==> src/include/pacfg_consts.vh <==
`ifndef PACFG_CONSTS_VH
`define PACFG_CONSTS_VH

// Register indices on the configuration port
`define PACFG_ADDR_W            4
`define PACFG_IDX_PROT          4'h6
`define PACFG_IDX_SUPPLY        4'h7

// Reset values of both configuration words
`define PACFG_RST_PROT          16'h0902
`define PACFG_RST_SUPPLY        16'hAA90

// Field positions, protection threshold word (lsb)
`define PACFG_OC_TH_LSB         12
`define PACFG_SC_TH_LSB         10
`define PACFG_BIAS_LSB          8
`define PACFG_SHORT_CIRCUIT_BLANKING_CODE_LSB        6
`define PACFG_OVERCURRENT_BLANKING_CODE_LSB        3
`define PACFG_TSD_LSB           0

// Field positions, supply lockout and converter word (lsb)
`define PACFG_UV2_LSB           14
`define PACFG_OV2_LSB           12
`define PACFG_UV3_LSB           10
`define PACFG_OV3_LSB           8
`define PACFG_CONV_EN_BIT       7
`define PACFG_MODE_LSB          5
`define PACFG_DLY_LSB           3
`define PACFG_REPORT_BIT        2
`define PACFG_FSTATE_LSB        0

// Fail-safe gate output state codes
`define PACFG_FS_LOW            2'h0
`define PACFG_FS_HIGH           2'h1
`define PACFG_FS_HIZ            2'h2
`define PACFG_FS_NONE           2'h3

// Clock rate and minimum-time conversion, rounded up
`define PACFG_CLK_MHZ           25
`define PACFG_CYC(ns)           ((((ns) * `PACFG_CLK_MHZ) + 999) / 1000)

// Short-circuit blanking times in ns
`define PACFG_SC_BLK0_NS        100
`define PACFG_SC_BLK1_NS        200
`define PACFG_SC_BLK2_NS        400
`define PACFG_SC_BLK3_NS        800

// Overcurrent blanking times in ns
`define PACFG_OC_BLK0_NS        500
`define PACFG_OC_BLK1_NS        1000
`define PACFG_OC_BLK2_NS        1500
`define PACFG_OC_BLK3_NS        2000
`define PACFG_OC_BLK4_NS        2500
`define PACFG_OC_BLK5_NS        3000
`define PACFG_OC_BLK6_NS        5000
`define PACFG_OC_BLK7_NS        10000

// Converter sampling minimum delays in ns
`define PACFG_DLY0_NS           280
`define PACFG_DLY1_NS           560
`define PACFG_DLY2_NS           840
`define PACFG_DLY3_NS           1120

`endif

==> src/rtl/pacfg_regs.v <==
`include "pacfg_consts.vh"

module pacfg_regs #(
    parameter ADDR_W = `PACFG_ADDR_W
) (
    input  wire                 clk_sys,
    input  wire                 resetn,
    input  wire                 ce,
    // Configuration port
    input  wire                 cfg_wr_en,
    input  wire                 cfg_rd_en,
    input  wire [ADDR_W-1:0]    cfg_addr,
    input  wire [15:0]          cfg_wdata,
    output reg  [15:0]          cfg_rdata_q,
    output reg                  cfg_rvalid_q,
    // Gate command and comparators
    input  wire                 gate_cmd,
    input  wire                 sc_cmp,
    input  wire                 oc_cmp,
    // Converter fault sources
    input  wire                 vref_ov,
    input  wire                 vref_uv,
    input  wire                 vref_ilim,
    input  wire                 buf_overrun,
    // Threshold and lockout codes
    output reg  [3:0]           overcurrent_threshold_code_q,
    output reg  [1:0]           short_circuit_threshold_code_q,
    output reg  [1:0]           diode_bias_current_code_q,
    output reg  [2:0]           switch_thermal_threshold_code_q,
    output reg  [1:0]           pos_supply_undervolt_code_q,
    output reg  [1:0]           pos_supply_overvolt_code_q,
    output reg  [1:0]           neg_supply_undervolt_code_q,
    output reg  [1:0]           neg_supply_overvolt_code_q,
    // Converter control
    output reg  [1:0]           converter_sampling_mode_q,
    output reg                  sample_req_q,
    // Qualified protection faults
    output reg                  sc_fault_q,
    output reg                  oc_fault_q,
    // Converter fault consequences
    output reg                  converter_fault_q,
    output reg                  fault_alarm_output_n_q,
    output reg                  gate_force_low_q,
    output reg                  gate_force_high_q,
    output reg                  gate_hiz_q
);

    // Cycle counts derived from the interval times
    // Rounded up, so no interval is shorter than its setting
    localparam [31:0] SC_B0 = `PACFG_CYC(`PACFG_SC_BLK0_NS);
    localparam [31:0] SC_B1 = `PACFG_CYC(`PACFG_SC_BLK1_NS);
    localparam [31:0] SC_B2 = `PACFG_CYC(`PACFG_SC_BLK2_NS);
    localparam [31:0] SC_B3 = `PACFG_CYC(`PACFG_SC_BLK3_NS);
    localparam [31:0] OC_B0 = `PACFG_CYC(`PACFG_OC_BLK0_NS);
    localparam [31:0] OC_B1 = `PACFG_CYC(`PACFG_OC_BLK1_NS);
    localparam [31:0] OC_B2 = `PACFG_CYC(`PACFG_OC_BLK2_NS);
    localparam [31:0] OC_B3 = `PACFG_CYC(`PACFG_OC_BLK3_NS);
    localparam [31:0] OC_B4 = `PACFG_CYC(`PACFG_OC_BLK4_NS);
    localparam [31:0] OC_B5 = `PACFG_CYC(`PACFG_OC_BLK5_NS);
    localparam [31:0] OC_B6 = `PACFG_CYC(`PACFG_OC_BLK6_NS);
    localparam [31:0] OC_B7 = `PACFG_CYC(`PACFG_OC_BLK7_NS);
    localparam [31:0] DLY_0 = `PACFG_CYC(`PACFG_DLY0_NS);
    localparam [31:0] DLY_1 = `PACFG_CYC(`PACFG_DLY1_NS);
    localparam [31:0] DLY_2 = `PACFG_CYC(`PACFG_DLY2_NS);
    localparam [31:0] DLY_3 = `PACFG_CYC(`PACFG_DLY3_NS);

    // Sampling sequencer states
    localparam [1:0] ST_IDLE = 2'h0;
    localparam [1:0] ST_WAIT = 2'h1;
    localparam [1:0] ST_DONE = 2'h2;

    reg  [15:0] prot_q;
    reg  [15:0] supply_q;
    reg         gate_cmd_q;
    reg  [7:0]  sc_cnt_q;
    reg  [7:0]  oc_cnt_q;
    reg  [7:0]  dly_cnt_q;
    reg  [1:0]  samp_st_q;
    reg  [1:0]  samp_st_d;
    reg  [7:0]  dly_cnt_d;
    reg         sample_req_d;
    reg  [15:0] rd_mux;

    wire        gate_rise;
    wire        conv_fault_now;
    wire        conv_en;
    wire        report_en;
    wire [1:0]  fs_state;

    // Short-circuit blanking length in cycles
    function [7:0] sc_blank_cycles;
        input [1:0] code;
        begin
            if (code == 2'h0) begin
                sc_blank_cycles = SC_B0[7:0];
            end else if (code == 2'h1) begin
                sc_blank_cycles = SC_B1[7:0];
            end else if (code == 2'h2) begin
                sc_blank_cycles = SC_B2[7:0];
            end else begin
                sc_blank_cycles = SC_B3[7:0];
            end
        end
    endfunction

    // Overcurrent blanking length in cycles
    function [7:0] oc_blank_cycles;
        input [2:0] code;
        begin
            case (code)
                3'h0: oc_blank_cycles = OC_B0[7:0];
                3'h1: oc_blank_cycles = OC_B1[7:0];
                3'h2: oc_blank_cycles = OC_B2[7:0];
                3'h3: oc_blank_cycles = OC_B3[7:0];
                3'h4: oc_blank_cycles = OC_B4[7:0];
                3'h5: oc_blank_cycles = OC_B5[7:0];
                3'h6: oc_blank_cycles = OC_B6[7:0];
                default: oc_blank_cycles = OC_B7[7:0];
            endcase
        end
    endfunction

    // Minimum sampling delay in cycles
    function [7:0] samp_dly_cycles;
        input [1:0] code;
        begin
            case (code)
                2'h0: samp_dly_cycles = DLY_0[7:0];
                2'h1: samp_dly_cycles = DLY_1[7:0];
                2'h2: samp_dly_cycles = DLY_2[7:0];
                default: samp_dly_cycles = DLY_3[7:0];
            endcase
        end
    endfunction

    // Field views of the stored words
    // Mode code 3 is stored as written and not acted on
    assign conv_en   = supply_q[`PACFG_CONV_EN_BIT];
    assign report_en = supply_q[`PACFG_REPORT_BIT];
    assign fs_state  = supply_q[`PACFG_FSTATE_LSB +: 2];
    assign gate_rise = gate_cmd & ~gate_cmd_q;

    // Any of the four converter fault sources
    assign conv_fault_now = vref_ov | vref_uv | vref_ilim | buf_overrun;

    // Register writes, whole 16-bit words
    // Writes to other indices are dropped with no flag
    always @(posedge clk_sys) begin
        if (!resetn) begin
            prot_q   <= `PACFG_RST_PROT;
            supply_q <= `PACFG_RST_SUPPLY;
        end else if (ce && cfg_wr_en) begin
            if (cfg_addr == `PACFG_IDX_PROT) begin
                prot_q <= cfg_wdata;
            end else if (cfg_addr == `PACFG_IDX_SUPPLY) begin
                supply_q <= cfg_wdata;
            end
        end
    end

    // Read decode, unmapped reads as zero
    always @* begin
        if (cfg_addr == `PACFG_IDX_PROT) begin
            rd_mux = prot_q;
        end else if (cfg_addr == `PACFG_IDX_SUPPLY) begin
            rd_mux = supply_q;
        end else begin
            rd_mux = 16'h0000;
        end
    end

    // Registered read answer, one cycle after the request
    // A read in the cycle of a write returns the old word
    always @(posedge clk_sys) begin
        if (!resetn) begin
            cfg_rdata_q  <= 16'h0000;
            cfg_rvalid_q <= 1'b0;
        end else if (ce) begin
            cfg_rvalid_q <= cfg_rd_en;
            if (cfg_rd_en) begin
                cfg_rdata_q <= rd_mux;
            end
        end
    end

    // Threshold and lockout codes driven to the analog side
    // Codes trail the stored words by one cycle
    always @(posedge clk_sys) begin
        if (!resetn) begin
            overcurrent_threshold_code_q    <= 4'h0;
            short_circuit_threshold_code_q  <= 2'h2;
            diode_bias_current_code_q       <= 2'h1;
            switch_thermal_threshold_code_q <= 3'h2;
            pos_supply_undervolt_code_q     <= 2'h2;
            pos_supply_overvolt_code_q      <= 2'h2;
            neg_supply_undervolt_code_q     <= 2'h2;
            neg_supply_overvolt_code_q      <= 2'h2;
            converter_sampling_mode_q       <= 2'h0;
        end else if (ce) begin
            overcurrent_threshold_code_q    <= prot_q[`PACFG_OC_TH_LSB +: 4];
            short_circuit_threshold_code_q  <= prot_q[`PACFG_SC_TH_LSB +: 2];
            diode_bias_current_code_q       <= prot_q[`PACFG_BIAS_LSB +: 2];
            switch_thermal_threshold_code_q <= prot_q[`PACFG_TSD_LSB +: 3];
            pos_supply_undervolt_code_q     <= supply_q[`PACFG_UV2_LSB +: 2];
            pos_supply_overvolt_code_q      <= supply_q[`PACFG_OV2_LSB +: 2];
            neg_supply_undervolt_code_q     <= supply_q[`PACFG_UV3_LSB +: 2];
            neg_supply_overvolt_code_q      <= supply_q[`PACFG_OV3_LSB +: 2];
            converter_sampling_mode_q       <= supply_q[`PACFG_MODE_LSB +: 2];
        end
    end

    // Gate command edge history
    always @(posedge clk_sys) begin
        if (!resetn) begin
            gate_cmd_q <= 1'b0;
        end else if (ce) begin
            gate_cmd_q <= gate_cmd;
        end
    end

    // Blanking counters loaded at gate turn-on, counting down to zero
    // Gate off drops any interval left, a new turn-on reloads it
    always @(posedge clk_sys) begin
        if (!resetn) begin
            sc_cnt_q <= 8'h00;
            oc_cnt_q <= 8'h00;
        end else if (ce) begin
            if (gate_rise) begin
                sc_cnt_q <= sc_blank_cycles(prot_q[`PACFG_SHORT_CIRCUIT_BLANKING_CODE_LSB +: 2]);
                oc_cnt_q <= oc_blank_cycles(prot_q[`PACFG_OVERCURRENT_BLANKING_CODE_LSB +: 3]);
            end else if (!gate_cmd) begin
                sc_cnt_q <= 8'h00;
                oc_cnt_q <= 8'h00;
            end else begin
                if (sc_cnt_q != 8'h00) begin
                    sc_cnt_q <= sc_cnt_q - 8'h01;
                end
                if (oc_cnt_q != 8'h00) begin
                    oc_cnt_q <= oc_cnt_q - 8'h01;
                end
            end
        end
    end

    // Faults count only once blanking has run out while the gate is on
    // The turn-on cycle itself is blanked whatever the count
    always @(posedge clk_sys) begin
        if (!resetn) begin
            sc_fault_q <= 1'b0;
            oc_fault_q <= 1'b0;
        end else if (ce) begin
            sc_fault_q <= gate_cmd & ~gate_rise & (sc_cnt_q == 8'h00) & sc_cmp;
            oc_fault_q <= gate_cmd & ~gate_rise & (oc_cnt_q == 8'h00) & oc_cmp;
        end
    end

    // Sampling sequencer next state
    // Gate off while waiting drops the pending sample, the next turn-on counts afresh
    always @* begin
        samp_st_d    = samp_st_q;
        dly_cnt_d    = dly_cnt_q;
        sample_req_d = 1'b0;
        case (samp_st_q)
            ST_IDLE: begin
                if (gate_rise && conv_en) begin
                    dly_cnt_d = samp_dly_cycles(supply_q[`PACFG_DLY_LSB +: 2]);
                    samp_st_d = ST_WAIT;
                end
            end
            ST_WAIT: begin
                if (!conv_en) begin
                    samp_st_d = ST_IDLE;
                end else if (!gate_cmd) begin
                    samp_st_d = ST_IDLE;
                end else if (dly_cnt_q <= 8'h01) begin
                    sample_req_d = 1'b1;
                    samp_st_d    = ST_DONE;
                end else begin
                    dly_cnt_d = dly_cnt_q - 8'h01;
                end
            end
            ST_DONE: begin
                if (!gate_cmd) begin
                    samp_st_d = ST_IDLE;
                end
            end
            default: begin
                samp_st_d = ST_IDLE;
            end
        endcase
    end

    // Sampling sequencer registers
    always @(posedge clk_sys) begin
        if (!resetn) begin
            samp_st_q    <= ST_IDLE;
            dly_cnt_q    <= 8'h00;
            sample_req_q <= 1'b0;
        end else if (ce) begin
            samp_st_q    <= samp_st_d;
            dly_cnt_q    <= dly_cnt_d;
            sample_req_q <= sample_req_d & conv_en;
        end
    end

    // Converter fault, alarm routing and fail-safe gate state
    // Level only, the outputs follow the sources one cycle late
    always @(posedge clk_sys) begin
        if (!resetn) begin
            converter_fault_q      <= 1'b0;
            fault_alarm_output_n_q <= 1'b1;
            gate_force_low_q       <= 1'b0;
            gate_force_high_q      <= 1'b0;
            gate_hiz_q             <= 1'b0;
        end else if (ce) begin
            converter_fault_q      <= conv_fault_now;
            fault_alarm_output_n_q <= ~(conv_fault_now & report_en);
            gate_force_low_q  <= conv_fault_now & (fs_state == `PACFG_FS_LOW);
            gate_force_high_q <= conv_fault_now & (fs_state == `PACFG_FS_HIGH);
            gate_hiz_q        <= conv_fault_now & (fs_state == `PACFG_FS_HIZ);
        end
    end

endmodule // pacfg_regs

==> config.mk <==
export PLATFORM = sky130hd
export DESIGN_NAME = pacfg_regs
export DESIGN_NICKNAME = d
export VERILOG_FILES = /design/src/rtl/pacfg_regs.v
export VERILOG_INCLUDE_DIRS = /design/src /design/src/include
export SDC_FILE = /design/constraint.sdc
export NUM_CORES = 1
export LEC_CHECK = 0
export BUFFER_PORTS_ARGS = -buffer_cell sky130_fd_sc_hd__buf_2
export CAP_MARGIN = 20
export CORE_ASPECT_RATIO = 0.5
export CORE_MARGIN = 5
export CORE_UTILIZATION = 55
export DETAILED_ROUTE_END_ITERATION = 10
export GPL_TIMING_DRIVEN = 0
export PLACE_DENSITY_LB_ADDON = 0.05
export SLEW_MARGIN = 15
export SYNTH_ARGS = -nofsm -noshare
export SYNTH_HDL_FRONTEND = slang
export SYNTH_SLANG_ARGS = --single-unit
==> constraint.sdc <==
create_clock -name clk_sys -period 2.5 [get_ports clk_sys]
set_input_delay 0.5 -clock clk_sys [delete_from_list [all_inputs] [get_ports clk_sys]]
set_output_delay 0.5 -clock clk_sys [all_outputs]
set_load 0.02 [all_outputs]
==> results, run 1 <==
- The final antenna-violating net count is 0.
- VDD sags by at most 0.4258 mV.
- The die width is 138.2 um.
- The number of antenna diodes in the final layout is 0.
- Across all layers, the routed design uses 4160 vias.
- The first detailed-routing pass ran for 7 iterations.
- Among all stages on the critical path, the largest delay is contributed by sky130_fd_sc_hd__buf_1.
- Summing all non-filler instances in the final layout gives an area of ~0.0054 mm^2.
- The startpoint type of the worst setup path is a primary input.
- The cell leakage power is 0.002142 uW.
- In the synthesized netlist the dominant register cell turns out to be sky130_fd_sc_hd__dfxtp_1.
- The start-to-end type of the worst setup path is in -> reg.
- In the routed layout, each cell is associated on average with a via count of 5.599.
- The Yosys step of the flow raised 0 warnings.
- The total power is 3671 uW.
- The detailed router finished its first iteration with 394 violations.
- The core area is 0.008000 mm^2.
- The initial utilization of the core area, before any placement, comes to a little under three fifths.
- The part of the cycle the worst path needs is 85.63%.
- The first global-routing pass estimated about 20 mm of wire.
- The register bit count reported by yosys is 105.
- The maximum buffer depth of the clock tree is 2.
- The max-slew violation count is 0.
- At the pin with the least slew margin, the transition time is 811.2 ps.
- The total die area is 0.01024 mm^2.
- The number of hold violations in the final report was 0.
- The share of synthesized registers carrying an async set or reset is 0%.
- The largest net degree at the start of global routing is 21.
- The fraction of power consumed by sequential logic is 47.9%.
- The post-layout minimum cycle time is 2141 ps.
- The combinational share of power is about 11%.
- After clock tree synthesis, the setup repair step added 0 buffers.
- The highest layer touched by signal routing is met4.
- After the last flow step, the layout net total stands at around 670.
- The number of placed I/O pins is 78.
- In this run the tool buffered the top-level ports with 75 buffer cells.
- The average footprint of a synthesized cell is 8.371 um^2.
- In the routed design, unresolved DRC markers number 0.
- The run finished with clean final reports.
- The analysis attributes to net switching a power of 996.2 uW.
- The internal power component is 2675 uW.
- In the final routing, the length of wire on met1 measures 5.726 mm.
- The overall global routing resource usage is 24.42%.
- Counting flops with a built-in enable in the synthesized netlist gives 0.
- The upper clock frequency limit is 467.1 MHz.
- The post-synthesis to final-layout area growth is 18.46%.
- The via count of the first global-routing pass is 3920.
- The routed design has 12.27 mm of wire.
- The number of placement rows is 23.
- The worst hold path belongs to the class in -> reg.
- The setup skew after layout is 6.325 ps.
- Of all nets on the critical path, the largest fanout is 10.
- The TritonCTS clock tree is done.
- The congestion estimate from routability-driven global placement came to around 0.87.
- The share of the yosys chip area belonging to registers is 46.50%.
- Setup repair after global routing left no endpoint under its margin.
- The worst-case setup margin in the final layout is 359.3 ps.
- The endpoint arrival time on the critical path is 2370 ps.
- The H-tree was split into 3 levels.
- The root buffer cell chosen for the clock tree is sky130_fd_sc_hd__clkbuf_16.
- The post-CTS resize count is 0.
- The placed instances occupy a cell area of 0.005036 mm^2.
- After clock tree synthesis, the clock-pin slew on the worst setup and hold paths is 80 ps.
- The share of layout cells above drive strength 1 is 16.32%.
- Of the total power, the share spent switching nets is 27.14%.
- Dividing total power by cell area gives a power density of a little under 700 mW/mm^2.
- Summed over all nets, wire length on met3 after detailed routing comes to 917 um.
- Yosys mapped the design onto 52 distinct sky130hd cell types.
- The critical path goes through clkbuf_1, clkbuf_1, buf_1, o21ai_0, nand3_1, o31ai_1.
- For this design, the CTS-stage hold fixing added 0 buffers.
- The synthesized instance count is 540.
- Summed over all nets, the half-perimeter wirelength after detailed placement is 8.638 mm.
- The vertical die dimension is 74.11 um.
- The met2 layer wire length in the routed design is 5.515 mm.
- The mapped netlist covers 0.004521 mm^2.
- The later pin in the worst-skew pair is clocked with a latency of ~350 ps.
- The clock net sink count is 105.
- The number of nets produced by synthesis is 580.
- At the placement stage, the worst setup path has a slack of 37.40 ps.
- The total overflow left after global routing is 0.
- The worst endpoint required time is 2730 ps.
- The clock network burns 41.1% of the power.
- The worst setup path is captured at a flip-flop.
- The end-of-flow core utilization is 66.94%.
- The cell type with the highest occurrence count on the critical path is sky130_fd_sc_hd__clkbuf_1.
- The CTS buffer count is 9.
- The highest cell delay on the worst timing path is between 600 and 700 ps.
- Max-cap violations in this run came to 0.
- The number of antenna violations at the first check in global routing is 0.
- After detailed routing, the average wire length per cell comes to 16.51 um.
- In this run the tightest slew margin relative to its limit is 45.22%.
- The total of endpoints with negative setup slack in the final report is 0.
- Fill cells in the final layout number 736.
## power groups by stage
stage	Combinational, uW	Clock, uW	Sequential, uW
2_1_floorplan	250	0	1810
3_3_place_gp	393	0	1800
3_5_place_dp	398	0	1800
4_1_cts	402	1530	1760
5_1_grt	444	1610	1760
6_report	405	1510	1760
## routing by layer
metal	vias to the layer above	global-route usage, %
li1	2067	-
met1	1923	32.99
met2	155	39.85
met3	15	6.487
met4	0	6.024
met5	-	0
## cells in the final DEF, fill, tap and decap left out, types with 2 or more instances in the layout
master,count
sky130_fd_sc_hd__nand3_1,23
sky130_fd_sc_hd__buf_1,2
sky130_fd_sc_hd__and3_1,4
sky130_fd_sc_hd__and4b_1,2
sky130_fd_sc_hd__a31oi_1,4
sky130_fd_sc_hd__clkbuf_1,30
sky130_fd_sc_hd__a21oi_1,45
sky130_fd_sc_hd__a22oi_1,17
sky130_fd_sc_hd__inv_6,2
sky130_fd_sc_hd__xnor2_1,5
sky130_fd_sc_hd__o31ai_1,5
sky130_fd_sc_hd__o211ai_1,2
sky130_fd_sc_hd__clkbuf_16,9
sky130_fd_sc_hd__nand2b_1,6
sky130_fd_sc_hd__nor2b_1,6
sky130_fd_sc_hd__a211oi_1,17
sky130_fd_sc_hd__a32o_1,7
sky130_fd_sc_hd__nor3_1,8
sky130_fd_sc_hd__inv_8,2
sky130_fd_sc_hd__nand4b_1,2
sky130_fd_sc_hd__nand2_1,91
sky130_fd_sc_hd__nor4_1,2
sky130_fd_sc_hd__nor3b_1,3
sky130_fd_sc_hd__o21ai_0,15
sky130_fd_sc_hd__dfxtp_1,105
sky130_fd_sc_hd__o22ai_1,3
sky130_fd_sc_hd__inv_1,15
sky130_fd_sc_hd__ha_1,8
sky130_fd_sc_hd__o21bai_1,3
sky130_fd_sc_hd__a2111oi_0,3
sky130_fd_sc_hd__mux2i_1,23
sky130_fd_sc_hd__nor2_1,57
sky130_fd_sc_hd__or3_1,2
sky130_fd_sc_hd__buf_2,79
## path summary, 6_finish.rpt
path	from	end	slack, ps	depth (start not counted)
max	ce	oc_cnt_q[7]	360	6
min	cfg_wdata[13]	supply_q[13]	360	3
max reg2reg	sc_cnt_q[2]	sc_cnt_q[4]	440	5
min reg2reg	oc_fault_q	oc_fault_q	470	2
## cell families (layout without fill, tap and decap cells)
family	after synthesis	in the layout	share of synthesized area (%)
compound gates	130	130	18.88
xor+xnor	6	6	1.162
fa+ha+maj	8	8	2.214
buf+inv	53	144	4.677
flops	105	105	46.50
mux	23	23	5.093
simple gates	215	215	21.48
## synthesized netlist by cell type (7+ instances only)
| cell type | number | share of area (%) |
|---|---|---|
| sky130_fd_sc_hd__mux2i_1 | 23 | 5.1 |
| sky130_fd_sc_hd__ha_1 | 8 | 2.2 |
| sky130_fd_sc_hd__inv_1 | 15 | 1.2 |
| sky130_fd_sc_hd__a21oi_1 | 45 | 5.0 |
| sky130_fd_sc_hd__nand2_1 | 91 | 7.6 |
| sky130_fd_sc_hd__a211oi_1 | 17 | 2.8 |
| sky130_fd_sc_hd__a22oi_1 | 17 | 2.8 |
| sky130_fd_sc_hd__nor2_1 | 57 | 4.7 |
| sky130_fd_sc_hd__o21ai_0 | 15 | 1.7 |
| sky130_fd_sc_hd__dfxtp_1 | 105 | 46 |
| sky130_fd_sc_hd__nand3_1 | 23 | 2.5 |
| sky130_fd_sc_hd__nor3_1 | 8 | 0.89 |
| sky130_fd_sc_hd__a32o_1 | 7 | 1.6 |
| sky130_fd_sc_hd__clkbuf_1 | 30 | 2.5 |
## sequential cells by signal, summed over array words and instances (netlist names), 2 cells and up
| name | flops |
|---|---|
| samp_st_q | 2 |
| prot_q | 16 |
| diode_bias_current_code_q | 2 |
| converter_sampling_mode_q | 2 |
| supply_q | 16 |
| sc_cnt_q | 8 |
| oc_cnt_q | 8 |
| neg_supply_undervolt_code_q | 2 |
| pos_supply_undervolt_code_q | 2 |
| pos_supply_overvolt_code_q | 2 |
| neg_supply_overvolt_code_q | 2 |
| switch_thermal_threshold_code_q | 3 |
| overcurrent_threshold_code_q | 4 |
| short_circuit_threshold_code_q | 2 |
| dly_cnt_q | 8 |
| cfg_rdata_q | 16 |
## stage by stage
step                instances  hold slack (ps)  TNS [ps]
floorplan                 540            448.7         0
global placement          727            447.0    -21.71
detailed placement        727            452.0         0
CTS                       743            358.8         0
global route              743            352.5         0
finish                    743            362.7         0
## critical path: cells and delay by family
family          cells  cell delay, ps
simple gates        1             140
buf+inv             3            1420
compound gates      2             310
## layout make-up
cell class / instances / area [um^2] / share of cell area [%]
Buffer: 37 / 151.4 / 2.827
Clock buffer: 9 / 225.2 / 4.206
Clock inverter: 7 / 93.84 / 1.752
Inverter: 16 / 60.06 / 1.121
Multi-Input combinational cell: 382 / 2207 / 41.21
Sequential cell: 105 / 2102 / 39.25
Tap cell: 112 / 140.1 / 2.617
Timing Repair Buffer: 75 / 375.4 / 7.009
No activity file was read; power rests on OpenSTA's default activity.
==> inputs of run 2 (changes only) <==
--- a/config.mk
+++ b/config.mk
@@ -6,13 +6,14 @@
 export SDC_FILE = /design/constraint.sdc
 export NUM_CORES = 1
 export LEC_CHECK = 0
-export BUFFER_PORTS_ARGS = -buffer_cell sky130_fd_sc_hd__buf_2
+export BUFFER_PORTS_ARGS = -buffer_cell sky130_fd_sc_hd__buf_4
 export CAP_MARGIN = 20
-export CORE_ASPECT_RATIO = 0.5
+export CORE_ASPECT_RATIO = 1.1
 export CORE_MARGIN = 5
 export CORE_UTILIZATION = 55
 export DETAILED_ROUTE_END_ITERATION = 10
 export GPL_TIMING_DRIVEN = 0
+export MAX_ROUTING_LAYER = met4
 export PLACE_DENSITY_LB_ADDON = 0.05
 export SLEW_MARGIN = 15
 export SYNTH_ARGS = -nofsm -noshare
==> run 2 against run 1 <==
Against the previous run:
- combinational power grew 5.4%
- sequential share of layout area fell by 0.40 points
- flip-flop and latch count unchanged
- final cell count down 0.40%
- critical path type unchanged
- largest cell class unchanged
- highest routed layer unchanged
==> results, run 2 (synthesized netlist as in run 1, its figures left out) <==
- The signal on the critical path passes through clkbuf_1, clkbuf_1, clkbuf_1, mux2i_1, nand2_1.
- The end of the worst register-to-register path is oc_cnt_q[2].
- The number of vias after detailed routing is about 4200.
- The core area is 0.007955 mm^2.
- Fill cells in the final layout number ~700.
- The smallest hold slack is roughly 340 ps.
- After routing, the total negative slack on setup checks comes to 0 ps.
- The highest cell delay on the worst timing path is 700 ps.
- The vertical die dimension is around 110 um.
- In this run the count of I/O pins placed on the die edge is 78.
- The first global-routing pass estimated 20.08 mm of wire.
- The top cell types in the final layout, fill and taps aside, are sky130_fd_sc_hd__dfxtp_1 (105), sky130_fd_sc_hd__nand2_1 (91), sky130_fd_sc_hd__buf_4 (75), sky130_fd_sc_hd__nor2_1 (57), sky130_fd_sc_hd__a21oi_1 (45).
- For this run the aggregate overflow at the end of global routing stands at 0.
- The end-of-flow core utilization is approximately 70%.
- The internal reg-to-reg setup slack is 470 ps.
- The via count of the first global-routing pass was between 4000 and 5000.
- The post-CTS resize count is 0.
- The largest net degree at the start of global routing is 20.
- At the pin with the least slew margin, the transition time is 862.7 ps.
- Power spread over the standard cell area amounts to 587.9 mW/mm^2.
- The relative max-transition margin is a little over two fifths.
- VDD sags by at most 0.4093 mV.
- The count of nets after finishing is 667.
- The cell leakage power is about 0.0021 uW.
- The share of layout cells above drive strength 1 is between 15 and 20%.
- The max-slew violation count is 0.
- The biggest fanout along the worst timing path is 10.
- Counting cells, the worst reg-to-reg path comes to 7.
- On the final layout, the worst clock skew is 12.31 ps.
- The root buffer cell is sky130_fd_sc_hd__clkbuf_8.
- The first routing iteration left ~340 violations.
- The ratio of routed vias to standard cells is 5.728.
- The total buffers and inverters traversed by the critical path is 3.
- The die width is 96.44 um.
- The highest-delay cell along the critical path is sky130_fd_sc_hd__clkbuf_1.
- The startpoint identified for the worst register-to-register timing path is gate_cmd_q.
- The CTS buffer count is 9.
- The number of hold violations in the final report came to 0.
- In this run the number of cells on the critical path is 5.
- Setup repair after global routing left no endpoint under its margin.
- Once the floorplan was initialized, standard cells occupied between 50 and 60% of the core.
- The count of nets left with antenna violations once routing finished came out at 0.
- In this run the most critical hold path is launched from cfg_wdata[11].
- The flow ran to the end, and the final reports show no timing, DRC or antenna violations.
- The type of element capturing the critical path is a flip-flop.
- In this run the post-CTS setup repair buffer count came out at 0.
- The clock latency reported for the late side of the worst-skew pair is 360 ps.
- The capture endpoint of the worst hold path is prot_q[11].
- Before antenna repair, the detailed router went through 5 iterations.
- At the worst endpoint, the required time is 2720 ps.
- The most common cell after layout, fill and taps aside is sky130_fd_sc_hd__dfxtp_1.
- The number of antenna violations at the first check in global routing came to 0.
- Among cell families on the critical path, the largest total delay comes from buffers and inverters.
- The upper clock frequency limit is between 400 and 500 MHz.
- The initialized floorplan defines 34 standard-cell rows.
- The H-tree depth is 3.
- The cell type with the highest occurrence count on the critical path is sky130_fd_sc_hd__clkbuf_1.
- The post-layout minimum cycle time is 2067 ps.
- The type of the worst min-delay path is in -> reg.
- The TritonCTS clock tree is done.
- Data arrives at the worst endpoint at 2290 ps.
- Across the run, the number of max-cap violations was 0.
- The start-to-end type of the worst setup path is in -> reg.
- The largest registers in the layout are cfg_rdata_q (16), prot_q (16), supply_q (16).
- The total of endpoints with negative setup slack in the final report is 0.
- The cts-stage hold buffer count is 0.
- Global routing used 26.21% of the available tracks.
- The die covers 0.01013 mm^2.
- STA classifies the critical path startpoint as a primary input.
- The post-synthesis to final-layout area growth is 19.68%.
- The worst hold path passes through 3 cells.
- The global placer's final weighted congestion is ~0.92.
- The total of buffers placed on input and output ports is 75.
- The average wire per standard cell is 17.09 um.
- Clock-pin slew was measured on the worst setup and hold paths at 110 ps.
- The number of antenna diodes in the final layout is 0.
- The post-detailed-placement half-perimeter wirelength is 9.354 mm.
- The clock net sink count is between 100 and 150.
- The part of the cycle the worst path needs is between 80% and 90%.
- The remaining routing DRC violations is 0.
- The clock passes through at most 2 buffers.
- For this block, the routed nets add up to 12.65 mm of wire.
-- run 2: how the worst max path moves through the flow --
stage                      startpoint                            end  slack (ps)
after floorplan                    ce   diode_bias_current_code_q[0]         720
after global placement             ce   diode_bias_current_code_q[0]          90
after detailed placement           ce   diode_bias_current_code_q[0]          60
after CTS                          ce  pos_supply_overvolt_code_q[1]         440
after global routing      sc_cnt_q[2]                    sc_cnt_q[3]         260
final                              ce  pos_supply_overvolt_code_q[1]         430
-- run 2: where the power goes --
part	switching, uW	internal [uW]
clock network	614	382
logic	255	172
registers	37.5	1720
total	907	2270
-- run 2: through the flow --
| stage | worst slack (ps) | power (uW) | cells | area [um^2] |
|---|---|---|---|---|
| CTS | 444.2 | 3193 | 739 | 5405 |
| detailed placement | 57.31 | 2219 | 723 | 5219 |
| global route | 256.8 | 3309 | 740 | 5410 |
| floorplan | 721.8 | 2061 | 540 | 4521 |
| global placement | 87.08 | 2212 | 723 | 5219 |
| finish | 433.1 | 3180 | 740 | 5410 |
-- run 2: final cells by class --
type / count / area (um^2) / area share (%)
clock inverters: 7 / 62.56 / 1.156
multi-input cells: 382 / 2207 / 40.80
plain buffers: 37 / 151.4 / 2.798
inverters: 16 / 60.06 / 1.110
repair buffers: 76 / 568.0 / 10.50
flip-flops and latches: 105 / 2102 / 38.85
well taps: 108 / 135.1 / 2.498
clock buffers: 9 / 123.9 / 2.290
-- run 2: metal layers --
| metal | GRT usage [%] | vias to the layer above | part of all wire (%) |
|---|---|---|---|
| met5 | - | - | 0 |
| met4 | 8.116 | 0 | 2.2 |
| met3 | 3.954 | 19 | 5.4 |
| met2 | 44.28 | 132 | 50 |
| met1 | 31.75 | 2021 | 42 |
| li1 | - | 2067 | - |
-- run 2: worst reg2reg max path, delay by kind of cell, from the launching register on --
| family | cells | cell delay, ps |
|---|---|---|
| buffers and inverters | 2 | 410 |
| DFF | 1 | 330 |
| and+or+nand+nor | 4 | 980 |
| AOI/OAI and AO/OA | 1 | 220 |
==> inputs of run 3 (changes only) <==
--- a/config.mk
+++ b/config.mk
@@ -10,7 +10,7 @@
 export CAP_MARGIN = 20
 export CORE_ASPECT_RATIO = 1.1
 export CORE_MARGIN = 5
-export CORE_UTILIZATION = 55
+export CORE_UTILIZATION = 50
 export DETAILED_ROUTE_END_ITERATION = 10
 export GPL_TIMING_DRIVEN = 0
 export MAX_ROUTING_LAYER = met4
==> constraint.sdc (replaced) <==
create_clock -name clk_sys -period 1.8 [get_ports clk_sys]
set_input_delay 0.36 -clock clk_sys [delete_from_list [all_inputs] [get_ports clk_sys]]
set_output_delay 0.36 -clock clk_sys [all_outputs]
set_load 0.02 [all_outputs]
==> run 3 against run 2 <==
Against the previous run:
- register-to-register slack got worse by 470 ps
- non-clock buffer count increased by 6
- setup slack got worse by 430 ps
- flip-flop and latch count unchanged
- total power grew 41%
- die area rose by 9.0%
- via count is 0.42% higher
- count of clock-buffer cells in the layout is 1 higher
- largest power group unchanged
==> results, run 3 (synthesized netlist as in run 1, its figures left out) <==
- The final global-route overflow total is 0.
- 0 antenna diodes ended up in the layout.
- The CTS buffer count is 9.
- After detailed routing, the number of vias per cell comes to approximately 5.7.
- Before antenna repair, the detailed router went through 5 iterations.
- The setup skew after layout is roughly 17 ps.
- The worst-case setup margin in the final layout is 1.286 ps.
- The average wire per standard cell is 17.68 um.
- The initial core utilization is 51.20%.
- The post-synthesis to final-layout area growth is 23.72%.
- Setup repair after global routing could not meet its margin everywhere.
- For this run, design rule violations remaining after detail routing come to 0.
- 78 I/O pins were placed.
- Counting cells, the worst reg-to-reg path comes to 5.
- Of the cells placed in the final design, the portion with a size suffix greater than 1 is 21.16%.
- Headroom to the max-slew limit came out at 25.02%.
- The count of nets after finishing is 673.
- The launch instance of the worst register-to-register path is oc_cnt_q[4].
- The global placer's final weighted congestion is ~0.93.
- STA classifies the critical path endpoint as a flip-flop.
- After routing the design area is 0.005593 mm^2.
- The post-detailed-placement half-perimeter wirelength is approximately 9.5 mm.
- Counting every sink on the clock net gives 105.
- After floorplanning, the core was divided into 36 placement rows.
- The worst hold path belongs to the class in -> reg.
- The later pin in the worst-skew pair is clocked with a latency of 370 ps.
- IR analysis of the VDD net gives a maximum drop of around 0.5 mV.
- Leaving out fill and tap cells, the most frequent cell in the layout is sky130_fd_sc_hd__dfxtp_1.
- The clock period could shrink to 1799 ps.
- The overall global routing resource usage is roughly 25%.
- The capture endpoint of the worst hold path is supply_q[13].
- The routed design has 13.30 mm of wire.
- The hold path startpoint is cfg_wdata[13].
- The largest registers in the layout are cfg_rdata_q (16), prot_q (16), supply_q (16).
- Hold repair after CTS inserted 0 buffers.
- The clock tree synthesis step divided the H-tree into 3 levels.
- For the pin with the worst max-slew slack, the measured transition is 1110 ps.
- The completed layout was analyzed and its total power is 4492 uW.
- In this run the critical register-to-register path is captured at oc_cnt_q[0].
- The pre-CTS setup slack is -541.9 ps.
- The number of antenna violations at the first check in global routing came to 0.
- The total of endpoints with negative setup slack in the final report is 0.
- In this run the worst path has a maximum fanout of 8.
- STA puts the critical path data arrival time at slightly above 2000 ps.
- The internal reg-to-reg setup slack is about 1.3 ps.
- The die is 109.7 um tall.
- The upper clock frequency limit is 556.0 MHz.
- The highest cell delay on the worst timing path is approximately 550 ps.
- In the finished design, the share of the clock period the worst path needs comes to 99.93%.
- The signal on the critical path passes through or4_4, nor4_4, nand2b_4, nor2_4, a32o_1.
- The standard cell area after detailed placement is 0.005226 mm^2.
- The library cells used most frequently in the layout, excluding fill and tap cells, are sky130_fd_sc_hd__dfxtp_1 (101), sky130_fd_sc_hd__nand2_1 (90), sky130_fd_sc_hd__buf_4 (84), sky130_fd_sc_hd__nor2_1 (55), sky130_fd_sc_hd__a21oi_1 (44).
- The max-slew violation count is 0.
- For the final routed database, the setup TNS stands at 0 ps.
- The number of placed instances, taps included, is 729.
- The first-iteration detailed-routing DRC count is 252.
- The number of vias after detailed routing is about 4300.
- The floorplan step defined a core boundary enclosing a little under 0.009 mm^2.
- The largest net degree at the start of global routing is 19.
- The total of buffers placed on input and output ports is between 70 and 80.
- The via count of the first global-routing pass is about 4000.
- The clock-pin slew reported for the worst setup and hold paths after clock tree synthesis is 110 ps.
- The die is 100.7 um wide.
- Summed over all cells, the static leakage comes to 0.002191 uW.
- The worst endpoint required time is 2070 ps.
- The run finished with clean final reports.
- The number of max-capacitance violations reported is 0.
- The startpoint type of the worst setup path is a flip-flop.
- The root buffer cell is sky130_fd_sc_hd__clkbuf_8.
- TritonCTS built the clock tree.
- The maximum buffer depth of the clock tree is 2.
- The number of hold violations in the final report is 0.
- The total die area is about 0.011 mm^2.
- The count of cells along the worst hold path is 3.
- The highest-delay cell along the critical path is sky130_fd_sc_hd__or4_4.
- The final antenna-violating net count is 0.
- The count of non-filler cells in the finished layout is around 750.
- The fill cell instance count of the final layout is 830.
- The setup path with the least slack is of type reg -> reg.
- In this run the power density over the cells is about 800 mW/mm^2.
- The global-route wire length before repair is 20.47 mm.
-- run 3: cell types whose count changed in the layout (fill, tap and decap cells not counted), moves of 3 or more --
cell,before,now
sky130_fd_sc_hd__a2111oi_0,3,0
sky130_fd_sc_hd__a2111oi_2,0,3
sky130_fd_sc_hd__buf_4,75,84
sky130_fd_sc_hd__dfxtp_1,105,101
sky130_fd_sc_hd__dfxtp_2,0,3
sky130_fd_sc_hd__nor2_4,0,3
-- run 3: cell type report --
class | instances | area [um^2] | area share [%]
buffer | 34 | 138.9 | 2.483
clock buffer | 10 | 127.6 | 2.282
clock inverter | 6 | 48.80 | 0.8725
inverter | 16 | 60.06 | 1.074
multi-input combinational | 382 | 2323 | 41.54
sequential | 105 | 2110 | 37.72
tap | 114 | 142.6 | 2.550
timing repair buffer | 85 | 641.9 | 11.48
-- run 3: worst max path at each step --
stage                     start                           endpoint  slack (ps)  cells past startpoint
floorplan           oc_cnt_q[3]                        oc_cnt_q[2]          50                      6
global placement             ce     neg_supply_undervolt_code_q[1]        -500                      5
CTS                 oc_cnt_q[3]                        oc_cnt_q[3]         -40                      6
global route        oc_cnt_q[4]                        oc_cnt_q[2]         -60                      5
finish              oc_cnt_q[4]                        oc_cnt_q[0]           1                      5
detailed placement           ce  short_circuit_threshold_code_q[1]        -540                      5
-- run 3: repair_timing --
action,CTS,global route
gates resized for setup,22,15
buffers inserted,1,9
endpoints found under the setup margin,37,27
pin swaps,3,7
-- run 3: report_power, final --
group / total [uW] / internal, uW / switching (uW)
logic: 663 / 275 / 388
clock network: 1380 / 522 / 860
registers: 2450 / 2390 / 58.1
-- run 3: stage by stage --
step / hold slack (ps) / util [%]
3_5_place_dp: 457.8 / 59.20
4_1_cts: 188.9 / 62.17
6_report: 195.4 / 63.35
2_1_floorplan: 448.7 / -
3_3_place_gp: 453.6 / 59.20
5_1_grt: 188.0 / 63.35
-- run 3: metal layers --
layer | GRT usage (%) | part of all wire [%] | routed length [um] | vias up
met5 | - | 0 | 0 | -
met4 | 7.507 | 1.9 | 251 | 0
met3 | 3.997 | 4.5 | 599 | 20
met2 | 41.53 | 51 | 6780 | 124
met1 | 30.28 | 43 | 5663 | 2026
li1 | - | - | - | 2087
-- run 3: critical path: cells and delay by family, from the launching register on --
family           cells  cell delay (ps)
AND/OR/NAND/NOR      4             1120
flip-flops           1              370
AO/OA/AOI/OAI        1              210
